**src/design/asrp_pkg.sv**
```systemverilog
// Purpose: Shared constants and types for the serial readout port
// Assumes: 20 MHz system clock
// Notes:   Times in ns, cycle counts derived from the clock rate
package asrp_pkg;
  localparam int          CLK_MHZ       = 20;
  localparam int          RES_BITS      = 16;
  localparam int          CHAIN_DELAY   = 16;
  localparam int          T_CONV_MAX_NS = 1600;
  localparam int          CONV_CYCLES   = (T_CONV_MAX_NS * CLK_MHZ) / 1000;
  localparam int          APERTURE_CYC  = 1;
  localparam logic [15:0] RESULT_RESET  = 16'h0000;
  localparam logic [4:0]  BITCNT_RESET  = 5'h00;
  localparam logic [6:0]  CONVCNT_RESET = 7'h00;

  typedef enum logic [1:0] {
    ASRP_IDLE = 2'b00,
    ASRP_CONV = 2'b01,
    ASRP_DONE = 2'b10
  } asrp_state_e;

  typedef enum logic {
    ASRP_CHAIN  = 1'b0,
    ASRP_SELECT = 1'b1
  } asrp_mode_e;
endpackage

```
**src/design/asrp_sync_if.sv**
```systemverilog
// Purpose: Synchronised pin levels and edges between sync stage and core
// Assumes: One clock domain
// Notes:   Edge flags are one-cycle pulses
interface asrp_sync_if;
  logic convLevel;
  logic convRise;
  logic chainLevel;
  logic shiftRise;
  logic shiftFall;
  modport src (output convLevel, convRise, chainLevel, shiftRise, shiftFall);
  modport dst (input convLevel, convRise, chainLevel, shiftRise, shiftFall);
endinterface

```
**src/design/asrp_readout.sv**
```systemverilog
// Purpose: Conversion sequencing and serial readout of a 16-bit converter
// Assumes: Host drives convert, shift clock and chain input; sample arrives as a bus
// Notes:   Output enable is low while the serial output is driven
// Notes on behaviour
// - Convert rise starts conversion, latches mode
// - Chain input low at rise: chain mode
// - Chain input high at rise: select mode
// - Select mode drives only while a select low
// - Select low at finish enables busy indicator
// - Chain input reappears after sixteen shift clocks
// - Result shifted one bit per shift clock after the busy high retiring clock, if any
// - Result is two's complement
// - Input held shortly after convert rise
// - Bit fifteen presented first when selected, or next after the busy high when enabled
// - Select mode releases output on select high or last
// - Conversion needs no shift clock activity
module asrp_readout (
  input  wire logic        clk,
  input  wire logic        reset,
  input  wire logic        convertStart,
  input  wire logic        serialChainIn,
  input  wire logic        shiftClk,
  input  wire logic [15:0] sampleIn,
  output logic             serialResultOut,
  output logic             serialResultOe_n,
  output logic             busy,
  output logic [15:0]      lastResult
);
  asrp_sync_if sy ();

  asrp_pin_sync u_sync (
    .clk           (clk),
    .reset         (reset),
    .convertStart  (convertStart),
    .serialChainIn (serialChainIn),
    .shiftClk      (shiftClk),
    .sy            (sy)
  );

  asrp_pkg::asrp_state_e state_ff, nxt_state;
  asrp_pkg::asrp_mode_e  mode_ff, nxt_mode;
  logic [6:0]  convCnt_ff, nxt_convCnt;
  logic [15:0] shReg_ff, nxt_shReg;
  logic [4:0]  bitCnt_ff, nxt_bitCnt;
  logic        busyInd_ff, nxt_busyInd;
  logic        sdo_ff, nxt_sdo;
  logic        oeN_ff, nxt_oeN;
  logic        busy_ff, nxt_busy;
  logic [15:0] res_ff, nxt_res;
  logic        selLow;

  // Signed code passes straight through; no offset binary conversion
  function automatic logic [15:0] to_twos(input logic [15:0] s);
    to_twos = s;
  endfunction

  assign selLow = ~sy.convLevel | ~sy.chainLevel;

  always_comb begin
    nxt_state   = state_ff;
    nxt_mode    = mode_ff;
    nxt_convCnt = convCnt_ff;
    nxt_shReg   = shReg_ff;
    nxt_bitCnt  = bitCnt_ff;
    nxt_busyInd = busyInd_ff;
    nxt_sdo     = sdo_ff;
    nxt_oeN     = oeN_ff;
    nxt_busy    = busy_ff;
    nxt_res     = res_ff;
    if (sy.convRise) begin
      // Chain level sampled at the same edge picks the mode
      nxt_mode    = sy.chainLevel ? asrp_pkg::ASRP_SELECT : asrp_pkg::ASRP_CHAIN;
      nxt_state   = asrp_pkg::ASRP_CONV;
      nxt_convCnt = asrp_pkg::CONVCNT_RESET;
      nxt_busy    = 1'b1;
      nxt_busyInd = 1'b0;
      nxt_bitCnt  = asrp_pkg::BITCNT_RESET;
    end else begin
      case (state_ff)
        asrp_pkg::ASRP_IDLE: begin
        end
        asrp_pkg::ASRP_CONV: begin
          // Counts only the system clock; shift clock may be idle
          nxt_convCnt = convCnt_ff + 7'h01;
          if (convCnt_ff == 7'(asrp_pkg::APERTURE_CYC)) begin
            nxt_res = to_twos(sampleIn);
          end
          if (convCnt_ff == 7'(asrp_pkg::CONV_CYCLES - 1)) begin
            nxt_state   = asrp_pkg::ASRP_DONE;
            nxt_busy    = 1'b0;
            nxt_shReg   = res_ff;
            nxt_busyInd = (mode_ff == asrp_pkg::ASRP_SELECT) & selLow;
          end
        end
        asrp_pkg::ASRP_DONE: begin
          if (sy.shiftFall && busyInd_ff) begin
            // First fall only retires the busy high, so bit fifteen keeps a full cycle
            nxt_busyInd = 1'b0;
          end else if (sy.shiftFall && (mode_ff == asrp_pkg::ASRP_CHAIN
                                        || bitCnt_ff != 5'(asrp_pkg::RES_BITS))) begin
            // Shift on falling edge; chain data enters at the bottom
            // Chain mode keeps shifting past sixteen so upstream data passes through
            nxt_shReg = {shReg_ff[14:0], sy.chainLevel};
            if (bitCnt_ff != 5'(asrp_pkg::RES_BITS)) begin
              nxt_bitCnt = bitCnt_ff + 5'h01;
            end
          end
        end
        default: nxt_state = asrp_pkg::ASRP_IDLE;
      endcase
    end
    if (mode_ff == asrp_pkg::ASRP_SELECT) begin
      if (state_ff == asrp_pkg::ASRP_CONV && !sy.convRise) begin
        // Busy indicator: low while converting when enabled
        nxt_sdo = 1'b0;
        nxt_oeN = ~selLow;
      end else if (state_ff == asrp_pkg::ASRP_DONE) begin
        nxt_sdo = busyInd_ff ? 1'b1 : shReg_ff[15];
        nxt_oeN = ~selLow | (bitCnt_ff == 5'(asrp_pkg::RES_BITS));
      end else begin
        nxt_oeN = 1'b1;
      end
    end else begin
      // Chain mode: output always driven; host samples while convert high
      nxt_oeN = 1'b0;
      nxt_sdo = (state_ff == asrp_pkg::ASRP_DONE) ? shReg_ff[15] : 1'b0;
    end
  end

  always_ff @(posedge clk or posedge reset) begin
    if (reset) begin
      state_ff   <= asrp_pkg::ASRP_IDLE;
      mode_ff    <= asrp_pkg::ASRP_SELECT;
      convCnt_ff <= asrp_pkg::CONVCNT_RESET;
      shReg_ff   <= asrp_pkg::RESULT_RESET;
      bitCnt_ff  <= asrp_pkg::BITCNT_RESET;
      busyInd_ff <= 1'b0;
      sdo_ff     <= 1'b0;
      oeN_ff     <= 1'b1;
      busy_ff    <= 1'b0;
      res_ff     <= asrp_pkg::RESULT_RESET;
    end else begin
      state_ff   <= nxt_state;
      mode_ff    <= nxt_mode;
      convCnt_ff <= nxt_convCnt;
      shReg_ff   <= nxt_shReg;
      bitCnt_ff  <= nxt_bitCnt;
      busyInd_ff <= nxt_busyInd;
      sdo_ff     <= nxt_sdo;
      oeN_ff     <= nxt_oeN;
      busy_ff    <= nxt_busy;
      res_ff     <= nxt_res;
    end
  end

  assign serialResultOut  = sdo_ff;
  assign serialResultOe_n = oeN_ff;
  assign busy             = busy_ff;
  assign lastResult       = res_ff;

  localparam int CONV_LAT = asrp_pkg::CONV_CYCLES;
endmodule

```
**src/design/asrp_pin_sync.sv**
```systemverilog
// Purpose: Two-flop synchronisers and edge detection for the host pins
// Assumes: Pins come from outside the clock domain
// Notes:   Edge detectors look only at second stage and later
module asrp_pin_sync (
  input  wire logic clk,
  input  wire logic reset,
  input  wire logic convertStart,
  input  wire logic serialChainIn,
  input  wire logic shiftClk,
  asrp_sync_if.src  sy
);
  logic [2:0] convPipe_ff, nxt_convPipe;
  logic [1:0] chainPipe_ff, nxt_chainPipe;
  logic [2:0] sckPipe_ff, nxt_sckPipe;

  always_comb begin
    nxt_convPipe  = {convPipe_ff[1:0], convertStart};
    nxt_chainPipe = {chainPipe_ff[0], serialChainIn};
    nxt_sckPipe   = {sckPipe_ff[1:0], shiftClk};
  end

  always_ff @(posedge clk or posedge reset) begin
    if (reset) begin
      convPipe_ff  <= 3'h0;
      chainPipe_ff <= 2'h0;
      sckPipe_ff   <= 3'h0;
    end else begin
      convPipe_ff  <= nxt_convPipe;
      chainPipe_ff <= nxt_chainPipe;
      sckPipe_ff   <= nxt_sckPipe;
    end
  end

  assign sy.convLevel  = convPipe_ff[1];
  assign sy.convRise   = convPipe_ff[1] & ~convPipe_ff[2];
  assign sy.chainLevel = chainPipe_ff[1];
  assign sy.shiftRise  = sckPipe_ff[1] & ~sckPipe_ff[2];
  assign sy.shiftFall  = ~sckPipe_ff[1] & sckPipe_ff[2];
endmodule

```
**config.mk**
```make
export PLATFORM = sky130hd
export DESIGN_NAME = asrp_readout
export DESIGN_NICKNAME = d
export VERILOG_FILES = /design/src/design/asrp_pkg.sv /design/src/design/asrp_sync_if.sv /design/src/design/asrp_readout.sv /design/src/design/asrp_pin_sync.sv
export SDC_FILE = /design/constraint.sdc
export NUM_CORES = 1
export LEC_CHECK = 0
export ABC_AREA = 1
export BUFFER_PORTS_ARGS = -buffer_cell sky130_fd_sc_hd__buf_2
export CAP_MARGIN = 15
export CORE_ASPECT_RATIO = 0.75
export CORE_MARGIN = 1.5
export CORE_UTILIZATION = 48
export CTS_BUF_LIST = sky130_fd_sc_hd__clkbuf_4 sky130_fd_sc_hd__clkbuf_8
export DETAILED_ROUTE_END_ITERATION = 10
export GPL_ROUTABILITY_DRIVEN = 0
export GPL_TIMING_DRIVEN = 0
export HOLD_SLACK_MARGIN = 0.08
export PLACE_DENSITY = 0.77
export REMOVE_ABC_BUFFERS = 1
export SYNTH_ARGS = -nofsm -noshare
export SYNTH_HDL_FRONTEND = slang
export SYNTH_SLANG_ARGS = --single-unit
export TNS_END_PERCENT = 100
```
**constraint.sdc**
```tcl
create_clock -name clk -period 2.5 [get_ports clk]
set_clock_uncertainty 0.05 [all_clocks]
set_input_delay 0.5 -clock clk [delete_from_list [all_inputs] [get_ports clk]]
set_output_delay 0.5 -clock clk [all_outputs]
set_load 0.05 [all_outputs]
```
==> results.cfg <==
[cells_and_area]
multi_input_area_mm2 = 0.00112
diodes = 0
area_growth_pct = 14.6
fin_nets = 407
final_cell_mix = 105 x nand2_1, 57 x dfrtp_1, 39 x buf_2
fin_util = 0.564
stdcell_area_mm2 = 0.00325
fillers = 522
drive_gt1_frac = 0.198
regArea_mm2 = 0.00148
layout_commonest_cell = nand2_1

[synth]
syn_area_per_cell_um2 = 8.35
synthDistinctLibCells = 26
synth_seq_area_share = 0.521
syn-cell-area_mm2 = 0.00284
ys_ff_latch = 59
ys_warn_count = 0
syn_inst = 340

[sta]
fin_crit_sh = 0.843
finalHoldViolCount = 0
setup_ws_ps = 393
max_freq_ghz = 0.475
slew_viol_final = 0
rsz0062_at_grt = false
holdWs_ps = 107
slew_headroom = 0.555
period_needed_ps = 2110
worstMarginPinSlew_ps = 666
setup_violations = 0

[worst_setup_path]
cp.arrival_ps = 2330
r2r_cells = 8
slowest_stage = nor2_4
cp_slowest_stage_delay_ps = 550
path_cells = inv_1 > ha_1 > inv_2 > nor2_4 > inv_2 > nor2_4 > nand2_1 > o21ai_1
required_ps = 2720
critPathMaxFanout = 32
worst_setup_path_end_kind = flip-flop
cp-start-kind = flip-flop
worst-setup-path-type = reg2reg

[detailed_routing]
wl_per_cell_um = 12.0
ant_nets = 0
drc = 0
num_vias = 2274
dr.pass1.iters = 4
drtIter0Drc = 154
vias_per_cell = 4.92
wl_um = 5560

[placed_design]
dp_hpwl_um = 3800
dpl_cell_area_mm2 = 0.00307
dp_slack_ps = 48.6
port-buffer-count = 39

[global_route]
grt_pass1_vias = 2099
grt_pass1_wl_um = 9560
grt_usage = 0.194
grt-ovfl-total = 0
grt.met1_usage = 0.264
use_met3 = 0.0647
grt_max_degree = 40
top_usage_layer = met2
antenna_found_initial = 0
use_met2 = 0.282

[die]
io_pins = 40
die_area_mm2 = 0.00639
initial_core_util = 0.493
die_x_um = 91.8
core_region_area_mm2 = 0.00577
rows = 24
fp.dieH_um = 69.6

[power_and_ir_drop]
power_frac_clock = 0.202
p_total_uw = 3960
combPwrFrac = 0.421
intPower_uw = 2160
powerDensity_mw_per_mm2 = 1220
sw_frac_of_total = 0.454
p_leak_uw = 0.00160
switching_power_uw = 1800
power_frac_seq = 0.377
ir_worst_vdd_mv = 0.795

[clock_tree]
clk_latency_ps = 350
hold_buffers = 0
post-cts-setup-buffers = 0
tritoncts = done
htree_levels = 3
cts_buffers = 9
cts_resized = 0
clockBufferDepth = 2
clockRootBuffer = clkbuf_8
clk_pin_slew_worst_paths_ps = 70
clock-sinks = 59

[job]
maxCapViolCount = 0

[run_status]
status = complete, no violations

[worst_hold_path]
hp-class = in2async
-- cells by family after synthesis --
group,Yosys count,synth area share
simple gates,170,0.267
flops,59,0.521
buf+inv,53,0.0841
compound gates,50,0.0943
fa+ha+maj,7,0.0308
xor+xnor,1,0.00308
-- cells in the mapped netlist --
library cell | instances | share of area
nand2_1 | 105 | 0.14
dfrtp_1 | 57 | 0.50
inv_1 | 38 | 0.050
nand3_1 | 29 | 0.051
o21ai_0 | 25 | 0.044
nor2_1 | 16 | 0.021
o21ai_1 | 16 | 0.028
nand4_1 | 8 | 0.018
ha_1 | 7 | 0.031
a21oi_1 | 5 | 0.0088
buf_2 | 5 | 0.0088
nor2_4 | 5 | 0.020
buf_6 | 4 | 0.016
nand2_2 | 4 | 0.0088
inv_2 | 3 | 0.0040
clkbuf_1 | 2 | 0.0026
dfstp_2 | 2 | 0.019
a21oi_4 | 1 | 0.0057
a221oi_1 | 1 | 0.0031
a31oi_1 | 1 | 0.0022
buf_4 | 1 | 0.0026
nand2_4 | 1 | 0.0040
nor2_2 | 1 | 0.0022
nor3_2 | 1 | 0.0035
o22ai_1 | 1 | 0.0022
xnor2_1 | 1 | 0.0031
-- final timing paths --
check	startpoint	end	slack [ps]
max	state_ff[1]$_DFFE_PP0P_	lastResult[6]$_DFFE_PP0P_	390
min	reset	lastResult[7]$_DFFE_PP0P_	110
max reg2reg	state_ff[1]$_DFFE_PP0P_	lastResult[6]$_DFFE_PP0P_	390
min reg2reg	u_sync.convPipe_ff[0]$_DFF_PP0_	u_sync.convPipe_ff[1]$_DFF_PP0_	300
max in group asynchronous	reset	mode_ff$_DFFE_PP1P_	1670
min in group clk	convertStart	u_sync.convPipe_ff[0]$_DFF_PP0_	210
-- area by class of cell --
class,instances,share of cell area
clock buffers,12,0.0488
clock inverters,4,0.00769
inverters,41,0.0473
multi-input cells,228,0.346
flip-flops and latches,59,0.454
well taps,78,0.0300
repair buffers,40,0.0661
-- through the flow --
step,setup TNS (ps),cells
3_3_place_gp,-10560,445
5_1_grt,0,462
3_5_place_dp,0,446
4_1_cts,0,462
2_1_floorplan,0,328
6_report,0,462
-- critical path: cells and delay by family (launching register included) --
family / cells / cell delay (ps)
and+or+nand+nor: 3 / 830
DFF: 1 / 390
adders and majority gates: 1 / 350
buffers and inverters: 3 / 280
AOI/OAI and AO/OA: 1 / 110
-- flip-flops by register name (all words and copies together) (netlist names) --
signal	count
bitCnt_ff	5
busy	1
busyInd_ff	1
convCnt_ff	7
lastResult	16
mode_ff	1
serialResultOe_n	1
serialResultOut	1
shReg_ff	16
state_ff	2
u_sync.chainPipe_ff	2
u_sync.convPipe_ff	3
u_sync.sckPipe_ff	3
-- power by group through the flow --
| stage | Clock (uW) | Combinational, uW | Sequential, uW |
|---|---|---|---|
| after floorplan | 0 | 795 | 1970 |
| after global placement | 0 | 1610 | 1490 |
| after detailed placement | 0 | 1660 | 1500 |
| after CTS | 814 | 1680 | 1490 |
| after global routing | 858 | 1840 | 1540 |
| final | 802 | 1670 | 1490 |
-- layer usage --
layer,share of wire,vias to the layer above
met3,0.048,6
met4,0.013,0
li1,-,1162
met1,0.49,1052
met5,0,-
met2,0.44,54
Note: power is estimated with default switching activity, not from simulation.
